**src/gsc_cfg.svh**
```systemverilog
// Purpose: constants for the status and common command block
// Assumes: 40 MHz clock
// Notes: error and status codes held as plain numbers
`ifndef GSC_CFG_SVH
`define GSC_CFG_SVH
`define GSC_SLOTS 18
`define GSC_ERR_NONE 10'd0
`define GSC_ERR_MNEMONIC 10'd20
`define GSC_ERR_GET_MID 10'd46
`define GSC_ERR_RANGE 10'd200
`define GSC_ERR_NOT_IDLE 10'd310
`define GSC_ERR_CAL_BUSY 10'd601
`define GSC_ERR_CAL_IDLE 10'd602
`define GSC_WARN_FIRST 10'd900
`define GSC_SRE_MAX 9'd256
`define GSC_TF_FAIL 11'sd1
`define GSC_TF_PASS 11'sd0
`define GSC_TF_WARN -11'sd1
`define GSC_TF_BREAK -11'sd1000
`define GSC_ESR_OPC 0
`define GSC_STB_ESB 5
`define GSC_STB_RQS 6
`define GSC_ERRQ_DEPTH 8
`endif

```
**src/gsc_pkg.sv**
```systemverilog
// Purpose: types for the status and common command block
// Assumes: nothing
// Notes: none
package gsc_pkg;
   typedef enum logic [3:0] {
      GSC_CMD_NONE, GSC_CMD_OPC, GSC_CMD_OPCQ, GSC_CMD_OPTQ, GSC_CMD_RST,
      GSC_CMD_SRE, GSC_CMD_STBQ, GSC_CMD_WAI, GSC_CMD_ESRQ, GSC_CMD_CLS,
      GSC_CMD_ERRQ, GSC_CMD_ESE
   } gsc_cmd_t;
   typedef enum logic [1:0] {GSC_TF_PASSED, GSC_TF_FAILED, GSC_TF_WARNED, GSC_TF_BROKEN} gsc_tf_t;
endpackage

```
**src/gsc_core.sv**
```systemverilog
// Purpose: common commands, status byte, error queue, test function status
// Assumes: one command at a time from the parser, inputs synchronous
// Notes: answers are posted on resp_* with a one-cycle resp_valid pulse
`timescale 1ns/1ps
`default_nettype none
`include "gsc_cfg.svh"
module gsc_core #(
   parameter int SLOTS = `GSC_SLOTS,
   parameter int DEPTH = `GSC_ERRQ_DEPTH
) (
   input wire logic clk,
   input wire logic rst_b,
   input wire logic cmd_valid,
   input wire gsc_pkg::gsc_cmd_t cmd,
   input wire logic [8:0] cmd_arg,
   input wire logic busy,
   input wire logic [SLOTS*8-1:0] slot_ids,
   input wire logic bad_mnemonic,
   input wire logic get_mid_record,
   input wire logic param_range_err,
   input wire logic idle_cmd,
   input wire logic tester_idle,
   input wire logic cal_start,
   input wire logic cal_op,
   input wire logic cal_running,
   input wire logic [7:0] status_cond,
   input wire logic tf_done,
   input wire gsc_pkg::gsc_tf_t tf_result,
   input wire logic spoll,
   output logic [7:0] spoll_byte,
   output logic srq,
   output logic resp_valid,
   output logic [15:0] resp_value,
   output logic resp_is_warn,
   output logic [SLOTS*8-1:0] opt_fields,
   output logic [10:0] tf_status,
   output logic sys_reset
);
   import gsc_pkg::*;
   localparam int AW = $clog2(DEPTH);
   // ---------------------------------------------
   // internal signals and helper functions
   // ---------------------------------------------
   logic [7:0] esr, next_esr;
   logic [7:0] ese, next_ese;
   logic [7:0] sre, next_sre;
   logic rqs, next_rqs;
   logic mss_q, next_mss_q;
   logic opc_pend, next_opc_pend;
   logic opcq_pend, next_opcq_pend;
   logic [9:0] q_mem [DEPTH];
   logic [AW:0] wp, next_wp, rp, next_rp;
   logic [9:0] log_code;
   logic log_en;
   logic next_rv;
   logic [15:0] next_rvalue;
   logic next_warn;
   logic [10:0] next_tf;
   logic mss;
   logic [7:0] stb;
   logic qempty;
   logic qfull;
   function automatic logic is_warn(input logic [9:0] code);
      is_warn = code >= `GSC_WARN_FIRST;
   endfunction
   // values above 256 are refused; 256 itself is accepted and truncated to zero
   function automatic logic sre_ok(input logic [8:0] v);
      sre_ok = v <= `GSC_SRE_MAX;
   endfunction
   function automatic logic rst_cmd(input logic v, input gsc_cmd_t c);
      rst_cmd = v && c == GSC_CMD_RST;
   endfunction
   // ---------------------------------------------
   // error queue flags
   // ---------------------------------------------
   // full drops new codes so the oldest ones survive
   assign qempty = (wp == rp);
   assign qfull = (wp[AW-1:0] == rp[AW-1:0]) && (wp[AW] != rp[AW]);
   // ---------------------------------------------
   // status byte and summary
   // ---------------------------------------------
   // bits 5 and 6 of status_cond are replaced by the event summary and request bits
   assign mss = |(status_cond & sre & 8'h9F) || (|(esr & ese) && sre[`GSC_STB_ESB]);
   always_comb
   begin
      stb = status_cond;
      stb[`GSC_STB_ESB] = |(esr & ese);
      stb[`GSC_STB_RQS] = rqs;
   end
   // ---------------------------------------------
   // error logging
   // ---------------------------------------------
   always_comb
   begin
      log_en = 1'b1;
      log_code = `GSC_ERR_NONE;
      if (bad_mnemonic)
         log_code = `GSC_ERR_MNEMONIC;
      else if (get_mid_record)
         log_code = `GSC_ERR_GET_MID;
      else if (param_range_err || (cmd_valid && cmd == GSC_CMD_SRE && !sre_ok(cmd_arg)))
         log_code = `GSC_ERR_RANGE;
      else if (idle_cmd && !tester_idle)
         log_code = `GSC_ERR_NOT_IDLE;
      else if (cal_start && cal_running)
         log_code = `GSC_ERR_CAL_BUSY;
      else if (cal_op && !cal_running)
         log_code = `GSC_ERR_CAL_IDLE;
      else
         log_en = 1'b0;
   end
   // ---------------------------------------------
   // command decode and state update
   // ---------------------------------------------
   always_comb
   begin
      next_esr = esr;
      next_ese = ese;
      next_sre = sre;
      next_opc_pend = opc_pend;
      next_opcq_pend = opcq_pend;
      next_mss_q = mss;
      next_rqs = rqs;
      next_wp = wp;
      next_rp = rp;
      next_rv = 1'b0;
      next_rvalue = resp_value;
      next_warn = 1'b0;
      next_tf = tf_status;
      // poll clears request bit only; other bits untouched
      if (spoll)
         next_rqs = 1'b0;
      // rising summary means a new enabled reason; set wins over poll clear
      if (mss && !mss_q)
         next_rqs = 1'b1;
      if (!mss)
         next_rqs = 1'b0;
      if (opc_pend && !busy)
         next_opc_pend = 1'b0;
      if (opcq_pend && !busy)
      begin
         next_rv = 1'b1;
         next_rvalue = 16'h0001;
         next_opcq_pend = 1'b0;
      end
      if (log_en && !qfull)
         next_wp = wp + 1'b1;
      if (tf_done)
      begin
         unique case (tf_result)
            GSC_TF_FAILED: next_tf = `GSC_TF_FAIL;
            GSC_TF_PASSED: next_tf = `GSC_TF_PASS;
            GSC_TF_WARNED: next_tf = `GSC_TF_WARN;
            GSC_TF_BROKEN: next_tf = `GSC_TF_BREAK;
         endcase
      end
      if (cmd_valid)
      begin
         unique case (cmd)
            GSC_CMD_OPC: next_opc_pend = 1'b1;
            GSC_CMD_OPCQ: next_opcq_pend = 1'b1;
            GSC_CMD_OPTQ:
            begin
               next_rv = 1'b1;
               next_rvalue = 16'(SLOTS);
            end
            GSC_CMD_SRE:
               if (sre_ok(cmd_arg))
                  next_sre = cmd_arg[7:0];
            GSC_CMD_ESE: next_ese = cmd_arg[7:0];
            GSC_CMD_STBQ:
            begin
               next_rv = 1'b1;
               next_rvalue = {8'h00, stb[7], mss, stb[5:0]};
            end
            GSC_CMD_ESRQ:
            begin
               next_rv = 1'b1;
               next_rvalue = {8'h00, esr};
               next_esr = 8'h00;
            end
            GSC_CMD_CLS:
            begin
               next_esr = 8'h00;
               // a code logged in this same cycle is dropped with the rest
               next_wp = rp;
            end
            GSC_CMD_ERRQ:
            begin
               next_rv = 1'b1;
               next_rvalue = qempty ? 16'(`GSC_ERR_NONE) : 16'(q_mem[rp[AW-1:0]]);
               next_warn = !qempty && is_warn(q_mem[rp[AW-1:0]]);
               if (!qempty)
                  next_rp = rp + 1'b1;
            end
            GSC_CMD_WAI: ; // no overlapping commands exist
            default: ;
         endcase
      end
      // completion event set after the case so a read or clear cannot swallow it
      if (opc_pend && !busy)
         next_esr[`GSC_ESR_OPC] = 1'b1;
      if (rst_cmd(cmd_valid, cmd))
      begin
         next_esr = 8'h00;
         next_ese = 8'h00;
         next_sre = 8'h00;
         next_rqs = 1'b0;
         next_opc_pend = 1'b0;
         next_opcq_pend = 1'b0;
         // pointers reset too so stale codes never reach a query
         next_wp = '0;
         next_rp = '0;
         next_tf = `GSC_TF_PASS;
      end
   end
   // ---------------------------------------------
   // registers
   // ---------------------------------------------
   always_ff @(posedge clk or negedge rst_b)
   begin
      if (!rst_b)
      begin
         esr <= 8'h00;
         ese <= 8'h00;
         sre <= 8'h00;
         rqs <= 1'b0;
         mss_q <= 1'b0;
         opc_pend <= 1'b0;
         opcq_pend <= 1'b0;
         wp <= '0;
         rp <= '0;
         resp_valid <= 1'b0;
         resp_value <= 16'h0000;
         resp_is_warn <= 1'b0;
         tf_status <= `GSC_TF_PASS;
         spoll_byte <= 8'h00;
         sys_reset <= 1'b0;
      end
      else
      begin
         esr <= next_esr;
         ese <= next_ese;
         sre <= next_sre;
         rqs <= next_rqs;
         mss_q <= next_mss_q;
         opc_pend <= next_opc_pend;
         opcq_pend <= next_opcq_pend;
         wp <= next_wp;
         rp <= next_rp;
         resp_valid <= next_rv;
         resp_value <= next_rvalue;
         resp_is_warn <= next_warn;
         tf_status <= next_tf;
         spoll_byte <= stb; // raw byte, no coding
         sys_reset <= rst_cmd(cmd_valid, cmd);
      end
   end
   // ---------------------------------------------
   // installed-board list
   // ---------------------------------------------
   // one register per slot byte; slot count follows SLOTS alone
   for (genvar s = 0; s < SLOTS; s++)
   begin : g_slot
      always_ff @(posedge clk or negedge rst_b)
      begin
         if (!rst_b)
            opt_fields[8*s +: 8] <= 8'h00;
         else
            opt_fields[8*s +: 8] <= slot_ids[8*s +: 8];
      end
   end
   // ---------------------------------------------
   // error queue storage
   // ---------------------------------------------
   // queue storage has no reset; pointers define content
   always_ff @(posedge clk)
   begin
      if (log_en && !qfull)
         q_mem[wp[AW-1:0]] <= log_code;
   end
   assign srq = rqs;
endmodule
`default_nettype wire

```
**config.mk**
```make
export PLATFORM = sky130hd
export DESIGN_NAME = gsc_core
export DESIGN_NICKNAME = d
export VERILOG_FILES = /design/src/gsc_pkg.sv /design/src/gsc_core.sv
export VERILOG_INCLUDE_DIRS = /design/src
export SDC_FILE = /design/constraint.sdc
export NUM_CORES = 1
export LEC_CHECK = 0
export BUFFER_PORTS_ARGS = -buffer_cell sky130_fd_sc_hd__buf_4
export CAP_MARGIN = 25
export CORE_MARGIN = 2
export CORE_UTILIZATION = 43
export CTS_CLUSTER_DIAMETER = 50
export DETAILED_ROUTE_END_ITERATION = 10
export GPL_TIMING_DRIVEN = 0
export HOLD_SLACK_MARGIN = 0.06
export PLACE_DENSITY = 0.75
export SLEW_MARGIN = 10
export SYNTH_ARGS = -nofsm -noshare
export SYNTH_HDL_FRONTEND = slang
export SYNTH_SLANG_ARGS = --single-unit
```
**constraint.sdc**
```tcl
create_clock -name clk -period 2.33 [get_ports clk]
set_clock_uncertainty 0.05 [all_clocks]
set_input_delay 0.5825 -clock clk [delete_from_list [all_inputs] [get_ports clk]]
set_output_delay 0.5825 -clock clk [all_outputs]
set_load 0.1 [all_outputs]
```
==> flow_summary.toml <==
[global_route]
grt_max_degree = 104
grt_util_all_layers_pct = 24.3
grt_pass1_wl_mm = 39.6
grt_pass1_vias = 6155
grt_overflow_total = 0
antenna_found_initial = 4

[die]
initial_utilization_pct = 43.9
die_h_um = 150
die_w_um = 150
dieArea_um2 = 22600
io_pins = 364
coreArea_um2 = 21000
fp-row-count = 53

[timing]
setup_slack_ps = 122
slew_headroom_pct = 45.7
worstMarginPinSlew_ps = 814
slew_violations = 0
hold_violations = 0
post-route-period-util_pct = 94.8
finalSetupViolations = 0
rsz0062_at_grt = "false"
setup_tns_ps = 0
min_period_ps = 2210
timing.fmax_mhz = 453

[layout]
nets = 1116
regArea_um2 = 7280
design_area_um2 = 13600
layout_common_cells = "buf_4, dfrtp_1, edfxtp_1"
final_common_cell = "buf_4"
multi_input_area_um2 = 1830
n_fill_cell = 1566
area_growth_pct = 47.3
drive_gt1_share_pct = 49.4

[clock_tree]
cts-htree-levels = 1
cts_inserted_buffers = 30
clock_latency_ps = 530
clockBufferDepth = 3
clockRootBuffer = "clkbuf_16"
clkTransAtPathRegs_ps = 60
cts_tree = "yes"
cts_sinks = 275

[power_and_ir_drop]
netSwitchingFraction_pct = 33.0
p_comb_share_pct = 28.4
power.total_mw = 14.9
powerDensity_nw_per_um2 = 1100
p_seq_share_pct = 39.5
clkPwrFrac_pct = 32.1
power.switching_mw = 4.92
ir_drop_mv = 0.607
power.leakage_nw = 6.21
internal-power_mw = 9.97

[route]
routed_wl_mm = 28.1
vias = 5996
viasPerCell = 4.86
drt_first_pass_iters = 5
routedWlPerCell_um = 22.8
ant_nets = 0
dr.first_iter.drc_count = 314
drc_errors = 0

[logic_synthesis]
yosysWarnings = 0
syn_inst = 529
syn_area_um2 = 9220
avgSynthCellArea_um2 = 17.4
netlist.area_leader.share_pct = 52.9
yosysUniqueCellTypes = 50
ys_seq_area_share_pct = 79.0
synth_top_area_cell = "dfrtp_1"
synth_async_sr_flop_share_pct = 70.9
ys_ff_latch = 275
synth_nets = 714
synth_enable_flop_cells = 80
synthTopCellsByArea = "dfrtp_1, edfxtp_1, mux4_1"
synth-main-ff-cell = "dfrtp_1"

[critical_path]
cp_num_cells = 6
cp_cell_sequence = "buf_6 > mux4_1 > mux2i_1 > nor2b_1 > nand3b_1 > o211a_1"
r2r_cells = 6
cpLargestDelayFamily = "multiplexers"
cp_max_fo = 6
critical_path_class = "reg -> reg"
critPathCaptureType = "flop"
crit_buf_inv = 1
cpMaxStageDelayCell = "mux4_1"
cp-start-kind = "flop"
slowest_delay_ps = 560
required_ps = 2700
cp.arrival_ps = 2570

[placed_design]
port_buffers = 359
dpl.hpwl_mm = 21.5
dpl-instance-area_um2 = 12400
gp_congestion = 0.815
place_ws_ps = -626

[hold_path]
hold_path.class = "in -> reg"
min_path_cells = 1

[run_status]
outcome = "finished, final reports clean"

[run]
maxCapViolCount = 0
[kinds of logic after synthesis]
kind of cell	count (synthesis)	share of synthesized area [%]
compound gates	60	4.49
simple gates	104	5.66
xor+xnor	9	0.855
mux	36	7.13
flops	275	79.0
fa+ha+maj	4	0.543
buf+inv	41	2.33
[worst reg2reg max path, stage by stage, from the launching register on]
cell,delay (ps)
dfrtp_1,370
buf_6,160
mux4_1,570
mux2i_1,330
nor2b_1,250
nand3b_1,110
o211a_1,260
[power groups by stage]
| stage | combinational [mW] | clock [mW] | sequential (mW) |
|---|---|---|---|
| global route | 4.43 | 5.12 | 5.94 |
| finish | 4.22 | 4.78 | 5.88 |
| global placement | 4.00 | 0 | 5.93 |
| detailed placement | 4.05 | 0 | 5.96 |
| CTS | 4.22 | 4.89 | 5.87 |
| floorplan | 1.56 | 0 | 7.24 |
[registers in the layout (all words and copies together), names as in the netlist]
register,count
resp_valid,1
ese,1
sys_reset,1
srq,1
opcq_pend,1
q_mem,80
wp,4
resp_is_warn,1
opc_pend,1
rp,4
resp_value,16
opt_fields,144
mss_q,1
sre,7
esr,1
tf_status,3
spoll_byte,8
[final timing paths]
check                        startpoint        endpoint  slack [ps]
min                        slot_ids[78]  opt_fields[78]          90
max in group asynchronous         rst_b       sys_reset         660
max                               rp[0]    resp_is_warn         120
min in group asynchronous         rst_b  resp_value[10]         600
min reg2reg                       mss_q             srq         370
max reg2reg                       rp[0]    resp_is_warn         120
[layer usage]
layer  wire, um  global-route usage [%]
met5          0                       0
met4        677                    7.92
met3       2400                    6.97
met2      14900                    42.1
met1      10000                    29.2
[repair_timing]
| item | CTS | global route |
|---|---|---|
| pin swaps | 5 | 1 |
| resized for setup | 1 | 8 |
| hold endpoints to repair | 48 | 0 |
| endpoints found under the setup margin | 55 | 58 |
| buffers inserted | 9 | 1 |
| hold buffers | 1 | 0 |
[area by class of cell]
type,count,share of cell area [%]
clock buffer,36,5.84
sequential,275,53.6
tap,275,2.53
antenna,3,0.0553
clock inverter,20,1.72
multi-input combinational,213,13.4
buffer,24,1.22
inverter,16,0.470
timing repair buffer,371,21.1
[stage by stage]
step | cells | hold slack (ps) | util, %
2_1_floorplan | 529 | 237 | -
3_3_place_gp | 1163 | 358 | 58.8
3_5_place_dp | 1164 | 360 | 58.9
4_1_cts | 1230 | 62.9 | 64.4
5_1_grt | 1233 | 64.8 | 64.6
6_report | 1233 | 87.1 | 64.6
[cells in the mapped netlist (10+ instances only)]
library cell  instances
o21ai_0              14
nor2_1               31
nand2_1              18
inv_1                16
nand3_1              11
mux4_1               11
edfxtp_1             80
nand2b_1             10
dfrtp_1             195
a21oi_1              17
mux2i_1              12
Power figures use the tool's default switching activity.
